==> src/icil_map.svh <==
/*
 * Constant map of the instruction conflict interlock: widths, pipe codes,
 * reset values. Assumes inclusion by the package and the design modules.
 */
`ifndef ICIL_MAP_SVH
`define ICIL_MAP_SVH
`define ICIL_REG_W     4
`define ICIL_NREG      16
`define ICIL_SLOT_W    8
`define ICIL_NPIPE     6
`define ICIL_PIPE_W    3
`define ICIL_GREG_W    36
`define ICIL_CHK_W     36
`define ICIL_PIPE_ADD  3'h0
`define ICIL_PIPE_MUL  3'h1
`define ICIL_PIPE_MOVE 3'h2
`define ICIL_PIPE_VLD  3'h3
`define ICIL_PIPE_VST  3'h4
`define ICIL_PIPE_SCTL 3'h5
`define ICIL_RST_SB    16'h0000
`define ICIL_RST_SLOTS 8'h00
`define ICIL_RST_CHK   36'h0_0000_0000
`define ICIL_RST_HALF  18'h0_0000
`endif

==> src/icil_pkg.sv <==
/*
 * Types shared by the interlock modules.
 * Assumes icil_map.svh is reachable on the include path.
 */
`include "icil_map.svh"
package icil_pkg;
	// Execution tracker states
	typedef enum logic [1:0] {
		EX_IDLE = 2'b00,	// Pipe free
		EX_RUN  = 2'b01,	// Running, time slots held
		EX_FREE = 2'b10		// Running, time slots released early
	} icil_ex_state_t;

	// One held instruction
	typedef struct packed {
		logic                      vec;		// Vector instruction
		logic [`ICIL_PIPE_W-1:0]   pipe;	// Target pipeline
		logic                      has_dst;	// Writes a register
		logic [`ICIL_REG_W-1:0]    dst;		// Destination register
		logic [`ICIL_REG_W-1:0]    src;		// Source register
		logic [`ICIL_SLOT_W-1:0]   slots;	// Time slots needed
		logic                      mult;	// Uses scalar multiplier
		logic                      wreg;	// Needs working register
		logic                      mchg;	// May change mode
		logic                      lst;		// Store to local storage
		logic                      opnd;	// Storage operand requested
		logic                      vop;		// Vector element operand
	} icil_instr_t;
endpackage

==> src/icil_pipe_track.sv <==
/*
 * Execution phase tracker for one pipeline: holds time slot
 * reservations and flags execution stalls. Assumes one start per run.
 */
`timescale 1ns/10ps
`include "icil_map.svh"
module icil_pipe_track
	import icil_pkg::*;
#(
	parameter int SLOT_W = `ICIL_SLOT_W
) (
	input  wire logic              sys_clk_i,
	input  wire logic              sys_rst_i,
	input  wire logic              start_i,	// Dispatched to this pipe
	input  wire logic [SLOT_W-1:0] slots_i,	// Slots to reserve
	input  wire logic              elem_busy_i,	// Prior user of element
	input  wire logic              res_ok_i,	// Buffer space or data
	input  wire logic              cnp_i,	// Conflict not possible
	input  wire logic              done_i,	// Instruction finished
	output logic                   busy_o,
	output logic                   stall_o,
	output logic      [SLOT_W-1:0] rsvd_o
);
	// Elaboration check: a tracker with no slot bits cannot reserve anything
	if (SLOT_W < 1) begin : g_bad_slot_w
		$error("SLOT_W must be positive");
	end

	icil_ex_state_t    st_q, st_d;		// Tracker state
	logic [SLOT_W-1:0] rsvd_q, rsvd_d;	// Held slots
	logic              stall_q, stall_d;	// Execution stall

	////////////////////////////////////////////////////////////////
	// Next state; detection only once dispatched
	always_comb begin
		st_d    = st_q;
		rsvd_d  = rsvd_q;
		stall_d = 1'b0;
		unique case (st_q)
			EX_IDLE: begin
				if (start_i) begin
					st_d   = EX_RUN;
					rsvd_d = slots_i;
				end
			end
			EX_RUN, EX_FREE: begin
				// Element usage and buffer conflicts, resolved here
				stall_d = elem_busy_i | ~res_ok_i;
				if (done_i) begin
					st_d   = EX_IDLE;
					rsvd_d = '0;
				end else if (cnp_i && st_q == EX_RUN) begin
					// Early release lets later work overlap
					st_d   = EX_FREE;
					rsvd_d = '0;
				end
			end
		endcase
	end

	// Register stage
	always_ff @(posedge sys_clk_i or posedge sys_rst_i) begin
		if (sys_rst_i) begin
			st_q    <= EX_IDLE;
			rsvd_q  <= '0;
			stall_q <= 1'b0;
		end else begin
			st_q    <= st_d;
			rsvd_q  <= rsvd_d;
			stall_q <= stall_d;
		end
	end

	assign busy_o  = (st_q != EX_IDLE);
	assign stall_o = stall_q;
	assign rsvd_o  = rsvd_q;

	////////////////////////////////////////////////////////////////
	// Checks
	property p_release;
		@(posedge sys_clk_i) disable iff (sys_rst_i)
		(st_q == EX_RUN && cnp_i) |=> (rsvd_q == '0);
	endproperty
	a_release: assert property (p_release) else $error("slots not released");

	property p_elem;
		@(posedge sys_clk_i) disable iff (sys_rst_i)
		(st_q != EX_IDLE && elem_busy_i) |=> stall_q;
	endproperty
	a_elem: assert property (p_elem) else $error("element use not stalled");

	property p_idle_quiet;
		@(posedge sys_clk_i) disable iff (sys_rst_i)
		(st_q == EX_IDLE && !start_i) |=> !stall_q ##0 rsvd_q == '0;
	endproperty
	a_idle_quiet: assert property (p_idle_quiet) else $error("idle pipe acts");
endmodule

==> src/icil_top.sv <==
/*
 * Instruction conflict interlock: issue, dispatch and execution
 * conflicts, plus status deposit and handler base save.
 * Assumes the pipelines and storage unit report completions as pulses.
 */
`timescale 1ns/10ps
`include "icil_map.svh"
module icil_top
	import icil_pkg::*;
#(
	parameter int NREG   = `ICIL_NREG,
	parameter int SLOT_W = `ICIL_SLOT_W,
	parameter int GREG_W = `ICIL_GREG_W
) (
	input  wire logic                     sys_clk_i,
	input  wire logic                     sys_rst_i,
	input  wire logic                     iss_valid_i,	// Held until ack
	input  wire logic                     iss_vec_i,
	input  wire logic [`ICIL_PIPE_W-1:0]  iss_pipe_i,
	input  wire logic                     iss_has_dst_i,
	input  wire logic [`ICIL_REG_W-1:0]   iss_dst_i,
	input  wire logic [`ICIL_REG_W-1:0]   iss_src_i,
	input  wire logic [SLOT_W-1:0]        iss_slots_i,
	input  wire logic                     iss_mult_i,
	input  wire logic                     iss_wreg_i,
	input  wire logic                     iss_mchg_i,
	input  wire logic                     iss_lst_i,
	input  wire logic                     iss_opnd_i,
	input  wire logic                     iss_vop_i,
	input  wire logic [NREG-1:0]          reg_wr_done_i,
	input  wire logic [NREG-1:0]          reg_rd_done_i,
	input  wire logic                     mult_done_i,
	input  wire logic                     wreg_release_i,
	input  wire logic                     opnd_arrive_i,
	input  wire logic                     vop_arrive_i,
	input  wire logic                     lst_done_i,
	input  wire logic [`ICIL_NPIPE-1:0]   pipe_busy_i,
	input  wire logic [`ICIL_NPIPE-1:0]   elem_busy_i,
	input  wire logic [`ICIL_NPIPE-1:0]   cnp_i,
	input  wire logic [`ICIL_NPIPE-1:0]   pipe_done_i,
	input  wire logic                     st_buf_space_i,
	input  wire logic                     ld_buf_data_i,
	input  wire logic [`ICIL_CHK_W-1:0]   stor_chk_i,
	input  wire logic [`ICIL_CHK_W-1:0]   proc_chk_i,
	input  wire logic                     hsr_clr_i,
	input  wire logic                     base_save_i,
	input  wire logic [GREG_W-1:0]        base_greg_i,
	output logic                          iss_ack_o,
	output logic                          iss_stall_o,
	output logic                          disp_valid_o,
	output logic [`ICIL_PIPE_W-1:0]       disp_pipe_o,
	output logic                          disp_ooo_o,
	output logic                          disp_stall_o,
	output logic [`ICIL_NPIPE-1:0]        exe_stall_o,
	output logic [SLOT_W-1:0]             slots_rsvd_o,
	output logic [`ICIL_CHK_W-1:0]        hsr2_o,
	output logic [`ICIL_CHK_W-1:0]        hsr3_o,
	output logic [GREG_W/2-1:0]           sreg3_o
);
	// Elaboration checks: scoreboards and the held record fix NREG and SLOT_W; the base save halves GREG_W
	if (NREG != (1 << `ICIL_REG_W)) begin : g_bad_nreg
		$error("NREG must match register field");
	end
	if (SLOT_W != `ICIL_SLOT_W) begin : g_bad_slot_w
		$error("SLOT_W must match instruction record");
	end
	if (GREG_W < 2 || GREG_W % 2 != 0) begin : g_bad_greg_w
		$error("GREG_W must be even");
	end

	////////////////////////////////////////////////////////////////
	// State
	logic [NREG-1:0]         wpend_q, wpend_d;	// Pending destinations
	logic [NREG-1:0]         rpend_q, rpend_d;	// Pending vector reads
	logic [1:0]              sv_q, sv_d;		// Slot valid, 0 is older
	icil_instr_t             se_q [2];		// Held instructions
	icil_instr_t             se_d [2];
	logic                    mult_q, mult_d;	// Multiplier busy
	logic                    own_q, own_d;		// Working register owned
	logic                    opw_q, opw_d;		// Storage operand awaited
	logic                    vopw_q, vopw_d;	// Vector operand awaited
	logic                    lstp_q, lstp_d;	// Local store in flight
	logic [`ICIL_REG_W-1:0]  lstr_q, lstr_d;	// Its register
	logic                    ack_q, ack_d;
	logic                    istl_q, istl_d;
	logic                    dv_q, dv_d;
	logic [`ICIL_PIPE_W-1:0] dp_q, dp_d;
	logic                    ooo_q, ooo_d;
	logic                    dstl_q, dstl_d;
	logic [`ICIL_CHK_W-1:0]  hsr2_q, hsr2_d, hsr3_q, hsr3_d;
	logic [GREG_W/2-1:0]     sr3_q, sr3_d;

	logic [`ICIL_NPIPE-1:0]  tr_busy;		// Tracker busy
	logic [SLOT_W-1:0]       tr_rsvd [`ICIL_NPIPE];
	logic [SLOT_W-1:0]       rsvd;			// All held slots
	logic                    quiet;			// No register, pipe or multiplier work in flight
	logic                    acc, fire0, fire1;
	logic                    c_ds, c_sd, c_dd, c_q;
	icil_instr_t             nw, fe;		// New and fired entry
	logic [`ICIL_NPIPE-1:0]  start;

	// Combined dispatch conflict of one held entry; any cause holds it
	function automatic logic disp_blocked(input icil_instr_t e);
		logic b;
		b = 1'b0;
		b |= e.vec & (pipe_busy_i[e.pipe] | tr_busy[e.pipe]);
		b |= e.mult & mult_q;
		b |= |(e.slots & rsvd);
		b |= e.wreg & own_q;
		b |= e.opnd & opw_q;
		b |= e.vop & vopw_q;
		b |= lstp_q & (e.src == lstr_q);
		b |= e.mchg & ~quiet;
		return b;
	endfunction

	////////////////////////////////////////////////////////////////
	// Execution trackers, one per pipeline
	for (genvar p = 0; p < `ICIL_NPIPE; p++) begin : g_trk
		logic res_ok;	// Buffer condition of this pipe
		assign res_ok = (p == int'(`ICIL_PIPE_VST)) ? st_buf_space_i :
		                (p == int'(`ICIL_PIPE_VLD)) ? ld_buf_data_i :
		                1'b1;
		icil_pipe_track #(.SLOT_W(SLOT_W)) u_trk (
			.sys_clk_i   (sys_clk_i),
			.sys_rst_i   (sys_rst_i),
			.start_i     (start[p]),
			.slots_i     (fe.slots),
			.elem_busy_i (elem_busy_i[p]),
			.res_ok_i    (res_ok),
			.cnp_i       (cnp_i[p]),
			.done_i      (pipe_done_i[p]),
			.busy_o      (tr_busy[p]),
			.stall_o     (exe_stall_o[p]),
			.rsvd_o      (tr_rsvd[p])
		);
	end

	// Reservation union and quiescence
	always_comb begin
		rsvd = '0;
		for (int p = 0; p < `ICIL_NPIPE; p++) begin
			rsvd |= tr_rsvd[p];
		end
		quiet = ~|wpend_q & ~|rpend_q & ~|pipe_busy_i & ~|tr_busy & ~mult_q;
	end

	////////////////////////////////////////////////////////////////
	// Issue and dispatch: next values
	always_comb begin
		nw      = '{iss_vec_i, iss_pipe_i, iss_has_dst_i, iss_dst_i, iss_src_i,
		            iss_slots_i, iss_mult_i, iss_wreg_i, iss_mchg_i, iss_lst_i,
		            iss_opnd_i, iss_vop_i};
		// Issue class checks against the scoreboards
		c_ds    = wpend_q[iss_src_i];
		c_sd    = iss_has_dst_i & rpend_q[iss_dst_i];
		c_dd    = iss_has_dst_i & wpend_q[iss_dst_i];
		c_q     = sv_q[1];
		acc     = iss_valid_i & ~ack_q & ~(c_ds | c_sd | c_dd | c_q);
		// Older entry first; a vector bypass needs no overlap
		fire0   = sv_q[0] & ~disp_blocked(se_q[0]);
		fire1   = ~fire0 & sv_q[1] & se_q[1].vec & se_q[0].vec &
		          ~disp_blocked(se_q[1]) &
		          ~(se_q[0].has_dst & (se_q[1].src == se_q[0].dst)) &
		          ~(se_q[1].has_dst & (se_q[1].dst == se_q[0].src)) &
		          ~(se_q[1].has_dst & se_q[0].has_dst &
		            (se_q[1].dst == se_q[0].dst)) &
		          ~se_q[1].mchg & ~se_q[0].mchg;
		fe      = fire0 ? se_q[0] : se_q[1];
		start   = '0;
		if (fire0 | fire1) begin
			start[fe.pipe] = 1'b1;
		end
		sv_d    = sv_q;
		se_d    = se_q;
		if (fire0) begin
			sv_d  = {1'b0, sv_q[1]};
			se_d[0] = se_q[1];
		end else if (fire1) begin
			sv_d[1] = 1'b0;
		end
		if (acc) begin
			if (!sv_d[0]) begin
				sv_d[0] = 1'b1;
				se_d[0] = nw;
			end else begin
				sv_d[1] = 1'b1;
				se_d[1] = nw;
			end
		end
		// Scoreboards; a set wins over a clear in the same cycle
		wpend_d = wpend_q & ~reg_wr_done_i;
		rpend_d = rpend_q & ~reg_rd_done_i;
		if (acc && iss_has_dst_i) begin
			wpend_d[iss_dst_i] = 1'b1;
		end
		if (acc && iss_vec_i) begin
			rpend_d[iss_src_i] = 1'b1;
		end
		mult_d  = ((fire0 | fire1) & fe.mult) | (mult_q & ~mult_done_i);
		own_d   = ((fire0 | fire1) & fe.wreg) | (own_q & ~wreg_release_i);
		opw_d   = (acc & iss_opnd_i) | (opw_q & ~opnd_arrive_i);
		vopw_d  = (acc & iss_vop_i) | (vopw_q & ~vop_arrive_i);
		lstp_d  = ((fire0 | fire1) & fe.lst) | (lstp_q & ~lst_done_i);
		lstr_d  = ((fire0 | fire1) & fe.lst) ? fe.dst : lstr_q;
		ack_d   = acc;
		istl_d  = iss_valid_i & ~ack_q & ~acc;
		dv_d    = fire0 | fire1;
		dp_d    = (fire0 | fire1) ? fe.pipe : dp_q;
		ooo_d   = fire1;
		dstl_d  = sv_q[0] & ~fire0 & ~fire1;
	end

	// Register stage for issue and dispatch
	always_ff @(posedge sys_clk_i or posedge sys_rst_i) begin
		if (sys_rst_i) begin
			wpend_q <= `ICIL_RST_SB;
			rpend_q <= `ICIL_RST_SB;
			sv_q    <= 2'h0;
			se_q[0] <= '0;
			se_q[1] <= '0;
			mult_q  <= 1'b0;
			own_q   <= 1'b0;
			opw_q   <= 1'b0;
			vopw_q  <= 1'b0;
			lstp_q  <= 1'b0;
			lstr_q  <= '0;
			ack_q   <= 1'b0;
			istl_q  <= 1'b0;
			dv_q    <= 1'b0;
			dp_q    <= '0;
			ooo_q   <= 1'b0;
			dstl_q  <= 1'b0;
		end else begin
			wpend_q <= wpend_d;
			rpend_q <= rpend_d;
			sv_q    <= sv_d;
			se_q    <= se_d;
			mult_q  <= mult_d;
			own_q   <= own_d;
			opw_q   <= opw_d;
			vopw_q  <= vopw_d;
			lstp_q  <= lstp_d;
			lstr_q  <= lstr_d;
			ack_q   <= ack_d;
			istl_q  <= istl_d;
			dv_q    <= dv_d;
			dp_q    <= dp_d;
			ooo_q   <= ooo_d;
			dstl_q  <= dstl_d;
		end
	end

	////////////////////////////////////////////////////////////////
	// Status deposit and handler base save
	always_comb begin
		// Deposits win over a clear; mode does not matter
		hsr2_d = (hsr_clr_i ? `ICIL_RST_CHK : hsr2_q) | stor_chk_i;
		hsr3_d = (hsr_clr_i ? `ICIL_RST_CHK : hsr3_q) | proc_chk_i;
		// Only the left half of the base register fits
		sr3_d  = base_save_i ? base_greg_i[GREG_W-1:GREG_W/2] : sr3_q;
	end

	always_ff @(posedge sys_clk_i or posedge sys_rst_i) begin
		if (sys_rst_i) begin
			hsr2_q <= `ICIL_RST_CHK;
			hsr3_q <= `ICIL_RST_CHK;
			sr3_q  <= `ICIL_RST_HALF;
		end else begin
			hsr2_q <= hsr2_d;
			hsr3_q <= hsr3_d;
			sr3_q  <= sr3_d;
		end
	end

	assign iss_ack_o    = ack_q;
	assign iss_stall_o  = istl_q;
	assign disp_valid_o = dv_q;
	assign disp_pipe_o  = dp_q;
	assign disp_ooo_o   = ooo_q;
	assign disp_stall_o = dstl_q;
	assign slots_rsvd_o = rsvd;
	assign hsr2_o       = hsr2_q;
	assign hsr3_o       = hsr3_q;
	assign sreg3_o      = sr3_q;

	////////////////////////////////////////////////////////////////
	// Checks
	property p_dd_block;
		@(posedge sys_clk_i) disable iff (sys_rst_i)
		(iss_has_dst_i && wpend_q[iss_dst_i]) |=> !ack_q;
	endproperty
	a_dd_block: assert property (p_dd_block) else $error("issue over pending dst");

	property p_queue;
		@(posedge sys_clk_i) disable iff (sys_rst_i)
		sv_q[1] |=> !ack_q;
	endproperty
	a_queue: assert property (p_queue) else $error("issue with full queue");

	property p_mult;
		@(posedge sys_clk_i) disable iff (sys_rst_i)
		mult_q |-> !((fire0 | fire1) && fe.mult);
	endproperty
	a_mult: assert property (p_mult) else $error("multiply while busy");

	property p_slots;
		@(posedge sys_clk_i) disable iff (sys_rst_i)
		(fire0 | fire1) |-> ((fe.slots & rsvd) == '0);
	endproperty
	a_slots: assert property (p_slots) else $error("slot double booked");

	property p_mode;
		@(posedge sys_clk_i) disable iff (sys_rst_i)
		((fire0 | fire1) && fe.mchg) |-> quiet;
	endproperty
	a_mode: assert property (p_mode) else $error("mode change not quiet");

	property p_ooo;
		@(posedge sys_clk_i) disable iff (sys_rst_i)
		fire1 |-> sv_q[0] && !(se_q[0].has_dst && se_q[1].src == se_q[0].dst);
	endproperty
	a_ooo: assert property (p_ooo) else $error("bypass with overlap");

	property p_hsr;
		@(posedge sys_clk_i) disable iff (sys_rst_i)
		(stor_chk_i != '0) |=> ((hsr2_q & $past(stor_chk_i)) == $past(stor_chk_i));
	endproperty
	a_hsr: assert property (p_hsr) else $error("status lost");

	property p_save;
		@(posedge sys_clk_i) disable iff (sys_rst_i)
		base_save_i |=> sreg3_o == $past(base_greg_i[GREG_W-1:GREG_W/2]);
	endproperty
	a_save: assert property (p_save) else $error("base half not saved");
endmodule

==> config.mk <==
export PLATFORM = sky130hd
export DESIGN_NAME = icil_top
export DESIGN_NICKNAME = d
export VERILOG_FILES = /design/src/icil_pkg.sv /design/src/icil_pipe_track.sv /design/src/icil_top.sv
export VERILOG_INCLUDE_DIRS = /design/src
export SDC_FILE = /design/constraint.sdc
export NUM_CORES = 1
export LEC_CHECK = 0
export BUFFER_PORTS_ARGS = -buffer_cell sky130_fd_sc_hd__buf_4
export CORE_MARGIN = 5
export CORE_UTILIZATION = 50
export CTS_CLUSTER_SIZE = 16
export DETAILED_ROUTE_END_ITERATION = 16
export HOLD_SLACK_MARGIN = 0.02
export PLACE_DENSITY_LB_ADDON = 0.1
export SETUP_SLACK_MARGIN = 0.05
export SLEW_MARGIN = 20
export SYNTH_ARGS = -nofsm -noshare
export SYNTH_HDL_FRONTEND = slang
export SYNTH_SLANG_ARGS = --single-unit
==> constraint.sdc <==
create_clock -name sys_clk_i -period 11.15 [get_ports sys_clk_i]
set_input_delay 2.23 -clock sys_clk_i [delete_from_list [all_inputs] [get_ports sys_clk_i]]
set_output_delay 2.23 -clock sys_clk_i [all_outputs]
set_load 0.01 [all_outputs]
# After elaboration in Yosys (flattened, before gate mapping)
# Cells that the tools add are included.
[word_totals] ff_bits=261 latch_bits=0 ram_bits=0 romBits=0 output_inout_bits=112 wordCells=344 n_memories=0
[op_classes] n_addsub=0 mul=0 div_mod_pow=0 magnitude_cmp=8 n_eq_ne=29 n_shift=0 muxes=89 bitwise=112 reduce_logical=46
[ops] operator="2-to-1 mux 8 bit" count=18
[ops] operator="case mux 8 bit (2 select lines)" count=6
[ops] operator="2-to-1 mux 27 bit" count=3
[ops] operator="2-to-1 mux 36 bit" count=2
[ops] operator="OR 36 bit" count=2
[ops] operator="2-to-1 mux 54 bit" count=1
[ops] operator="bitwise AND 1 bit" count=49
[ops] operator="OR 8 bit" count=5
[ops] operator="2-to-1 mux 2 bit" count=19
[ops] operator="bitwise AND 16 bit" count=2
[ops] operator="2-to-1 mux 16 bit" count=2
[ops] operator="inverter 16 bit" count=2
[ops] operator="OR 16 bit" count=2
[ops] operator="OR reduction 16 bit" count=2
[ops] operator="OR 1 bit" count=27
[ops] operator="2-to-1 mux 26 bit" count=1
[ops] operator="case mux 2 bit (2 select lines)" count=6
[ops] operator="inverter 1 bit" count=21
[ops] operator="== test 4 bit" count=5
[ops] operator="2-to-1 mux 1 bit" count=20
[ops] operator="!= test 3 x 2 -> 1 bit (second input constant)" count=6
[ops] operator="bitwise AND 8 bit" count=2
[ops] operator="OR reduction 8 bit" count=2
[ops] operator="AND reduction 2 bit" count=7
[ops] operator="other kinds (18)" count=72

# Longest topological paths before layout
[logic_depth] word_depth=29 depth_mapped=11 ltp_nobuf=9

# Hierarchy
# Synthesis repeated with hierarchy kept, for this count alone.
[unflattened] hier_cells=941 area_unflattened_um2=11711.2
[modules_own_cells] module="icil_top" n_inst=1 cells_each=719 area_per_inst_um2=8790.9 seq_area_each_um2=4879.7
[modules_own_cells] module="icil_pipe_track" n_inst=6 cells_each=37 area_per_inst_um2=486.7 seq_area_each_um2=275.3

# Least setup slack after synthesis
# No wires, ideal clock.
[synth_timing] path_type="input-to-reg" from="input iss_dst_i[0]" to="register se_q[50] in the netlist's numbering" arrival_ns=4.483 t_required_ns=11.025 path_slack_ns=6.543 path_stages=8 path_buffers=2 path_cell_list="clkbuf_1 mux4_2 mux4_2 o21ai_2 nor2_1 nand2_2 buf_2 mux2_2"
[synth_lines] element="start, declared" line="icil_top.sv:21" rtl="input wire logic [`ICIL_REG_W-1:0] iss_dst_i,"
[synth_lines] element="end, declared" line="icil_top.sv:76" rtl="icil_instr_t se_q [2];"

# Final worst setup path
[layout_timing] from="input pipe_busy_i[2]" to="register g_trk[0].u_trk.rsvd_q[2]"
[layout_between] elab_chain_len=27
[layout_rtl] element="start, declared" line="icil_top.sv:37" rtl="input wire logic [`ICIL_NPIPE-1:0] pipe_busy_i,"
[layout_rtl] element="binary-select mux 1 bit (select 3 bit)" line="icil_top.sv:106" rtl="b |= e.vec & (pipe_busy_i[e.pipe] | tr_busy[e.pipe]);"
[layout_rtl] element="2-to-1 mux 1 bit (not written as such)" line="icil_top.sv:106"
[layout_rtl] element="OR 1 bit" line="icil_top.sv:106"
[layout_rtl] element="bitwise AND 1 bit" line="icil_top.sv:106"
[layout_rtl] element="OR 1 bit" line="icil_top.sv:107" rtl="b |= e.mult & mult_q;"
[layout_rtl] element="OR 1 bit" line="icil_top.sv:108" rtl="b |= |(e.slots & rsvd);"
[layout_rtl] element="OR 1 bit" line="icil_top.sv:109" rtl="b |= e.wreg & own_q;"
[layout_rtl] element="OR 1 bit" line="icil_top.sv:110" rtl="b |= e.opnd & opw_q;"
[layout_rtl] element="(+11 left out)"
[layout_rtl] element="bitwise AND 1 bit" line="icil_top.sv:164" rtl="~(se_q[0].has_dst & (se_q[1].src == se_q[0].dst)) &"
[layout_rtl] element="bitwise AND 1 bit" line="icil_top.sv:165" rtl="~(se_q[1].has_dst & (se_q[1].dst == se_q[0].src)) &"
[layout_rtl] element="bitwise AND 1 bit" line="icil_top.sv:167" rtl="(se_q[1].dst == se_q[0].dst)) &"
[layout_rtl] element="bitwise AND 1 bit" line="icil_top.sv:168" rtl="~se_q[1].mchg & ~se_q[0].mchg;"
[layout_rtl] element="OR 1 bit" line="icil_top.sv:171" rtl="if (fire0 | fire1) begin"
[layout_rtl] element="2-to-1 mux 6 bit" line="icil_top.sv:171"
[layout_rtl] element="!= test 2 bit (no line)"
[layout_rtl] element="AND reduction 2 bit (no line)"
[layout_rtl] element="end signal, assigned" line="icil_pipe_track.sv:69" rtl="rsvd_q <= rsvd_d;"
[layout_rtl] element="end, declared" line="icil_pipe_track.sv:30" rtl="logic [SLOT_W-1:0] rsvd_q, rsvd_d;"
# Several ways; a longest one is shown, not always the timed one. The select of a mux whose other input is x is not followed.
# A chain may end at the register's enable or synchronous reset.

==> metrics.txt <==
status finished clean; postcts setup bufs 0; worst-margin pin slew 1010 ps; die width 165 um; Worst-path clk slew 60 ps; Total Nets Final 1470; drt total wl 33500 um; clk_lat worst skew 560 ps; area of the core 23500 um^2; CP Capture Type register; total track usage 24.8%; largest net degree at the start of global routing 113; grt peak-use layer met2; H-Tree Depth 1; net count after synthesis 1181; via count 8881; Yosys warnings 0; post-synthesis async set-or-reset flop share 100%; r2r setup slk 6520 ps; reg-to-reg critical path startpoint g_trk[3].u_trk.st_q[1]; crit path max-delay cell type nor2b_1; sequential area share after synthesis 54.6%; # rows 56; Worst Setup Path Type primary input to register; CP Max Fanout 16; worst hold path endpoint hsr3_o[4]; DRT iter0 DRCs 570; Tcrit/Tclk final 50.8%; Final Core Density 65.6%; Worst VDD drop 0.139 mV; GP Congestion 0.847; Max clock buf depth 3; IO buf count 296; Hold Fails Final Rpt 0; FF+latch area 6530 um^2; wire per inst 21.0 um; DRC Markers 0; Synth Cell Area 12000 um^2; Synth top area share 54.6%; GRT met1 Usage 31.8%; family with the most delay on the worst path simple AND/OR/NAND/NOR gates; Min-Delay Path Depth 1; GRT overflow 0; register bit total from synthesis 261; Max Cap Viol 0; Setup Skew 9.63 ps; reg2reg path depth 9; Leakage 7.22 nW; global-route wire length before repair 52700 um; cells along the critical path buf_4 > nor4bb_1 > nand4_1 > o31ai_1 > nand3_1 > o41ai_1 > nor2b_1 > o32ai_1; Bufs and invs on worst path 1; Syn Inst Count 966; Worst slew margin 32.6%; Pwr Density 247 nW/um^2; CTS tree built; area of the multi-input gates 4920 um^2; Placed Area 14400 um^2; grt met3 use 6.51%; Fillers 1929; hold_buf cts 0; reg2reg end g_trk[0].u_trk.rsvd_o[2]; fin. max-slew vios 0; Num CTS Buffers 29; Final setup viols 0; detailed placement HPWL 24800 um; number of flops mapped to enable cells by yosys 0; Post-Syn Area per Cell 12.4 um^2; most frequent cells in the layout 301 x buf_4, 261 x dfrtp_1, 79 x mux2_2; TritonRoute pass-1 iters 5; HP Class register to register; Crit path depth 8; share of cells above drive strength 1 37.2%; antenna-violating nets left 0; commonest non-fill, non-tap cell in the layout buf_4; HP Start hsr3_o[4]; total power draw 3.81 mW; Top FF cell, synth dfrtp_1; GR Util met2 42.2%; Die ar. 27100 um^2; CP Data Required Time 11540 ps; min Tclk post-route 5670 ps; setup TNS 0 ps; synth unique cells 79; Vias/cell 5.56; Final Cell Area 15500 um^2; I/O pin total 315; Ant. Diodes 0; clock sinks 261; antenna violations before repair 0; CP Launch Type primary input; post-CTS sizing 0; Die Y 165 um; crit-path max cell delay 740 ps; clk root buf clkbuf_16; main area contributors after synthesis dfrtp_1 55%, mux2_2 7.4%, a21o_1 4.8%, inv_1 2.4%, mux2_4 2.4%; RSZ-0062 raised after global routing no; FMAX 176 MHz; Arr. time, crit path 6050 ps; Area Overhead vs Synth 29.1%; area leader, netlist dfrtp_1; number of global-route vias before repair 9377; Initial Util 50.9%
[sequential cells by signal (all words and copies together), names as in the netlist, 2 cells and up]
register             count
disp_pipe_o              3
g_trk.u_trk.rsvd_o      48
wpend_q                 16
sreg3_o                 18
sv_q                     2
g_trk.u_trk.stall_o      6
rpend_q                 16
lstr_q                   4
hsr2_o                  36
se_q                    54
g_trk.u_trk.st_q        12
hsr3_o                  36
[report_power, final]
part           internal, mW  switching (mW)
sequential             1.20           0.215
clock                 0.621           0.387
combinational         0.652           0.736
[how the worst max path moves through the flow]
stage | from | endpoint | slack [ps]
2_1_floorplan | sys_rst_i | disp_ooo_o | 1740
5_1_grt | pipe_busy_i[2] | g_trk[0].u_trk.rsvd_o[2] | 5420
3_5_place_dp | pipe_busy_i[2] | se_q[40] | 5170
3_3_place_gp | pipe_busy_i[2] | g_trk[0].u_trk.rsvd_o[3] | 5160
4_1_cts | pipe_busy_i[2] | g_trk[0].u_trk.rsvd_o[2] | 5740
6_report | pipe_busy_i[2] | g_trk[0].u_trk.rsvd_o[2] | 5480
[area by class of cell]
cell class / instances / share of cell area, %
clock buffer: 46 / 5.56
multi-input combinational: 584 / 31.9
clock inverter: 8 / 1.02
sequential: 261 / 42.3
timing repair buffer: 302 / 14.8
inverter: 77 / 1.92
tap: 319 / 2.58
[through the flow]
| step | hold slack (ps) | instances | worst slack (ps) |
|---|---|---|---|
| 4_1_cts | 483 | 1596 | 5740 |
| 3_3_place_gp | 463 | 1542 | 5160 |
| 6_report | 479 | 1597 | 5480 |
| 5_1_grt | 491 | 1597 | 5420 |
| 2_1_floorplan | 456 | 966 | 1740 |
| 3_5_place_dp | 469 | 1542 | 5170 |
[synthesized netlist by cell type (7+ instances only)]
master and count:
a2111oi_0 9, a21boi_0 9, a21o_1 76, a21oi_1 15
and2_1 15, buf_2 12, clkbuf_1 21, dfrtp_1 261
ha_1 12, inv_1 76, mux2_1 13, mux2_2 79
mux2_4 19, mux2i_1 8, mux4_2 8, nand2_1 29
nand2b_1 12, nand3_1 18, nand4_1 7, nor2_1 29
nor2b_1 13, nor4_1 13, o21ai_0 15, o22ai_1 28
o2bb2ai_1 25, o32ai_1 20, xor2_1 13
[layer usage]
metal  share of wire [%]  vias to the layer above  wire length [um]
li1                    -                     4122                 -
met1                  40                     4384             13600
met2                  49                      318             16400
met3                 7.7                       57              2590
met4                 2.8                        0               945
met5                   0                        -                 0
[worst register-to-register path, stage by stage, from the launching register on]
cell	delay, ps
dfrtp_1	360
inv_1	100
ha_1	270
nor4bb_1	670
nand4_1	210
o31ai_1	520
nand3_1	690
o41ai_1	720
nor2b_1	740
o32ai_1	190
[cells by family (layout without fill, tap and decap cells)]
group | count (synthesis) | count (layout) | synth area share (%)
xor gates and xnor gates | 17 | 17 | 1.24
muxes | 130 | 130 | 13.9
DFF | 261 | 261 | 54.6
buffers and inverters | 121 | 433 | 4.51
AOI/OAI and AO/OA | 249 | 249 | 16.0
and+or+nand+nor | 176 | 176 | 8.53
adders and majority gates | 12 | 12 | 1.25
Note: power is estimated with default switching activity, not from simulation.
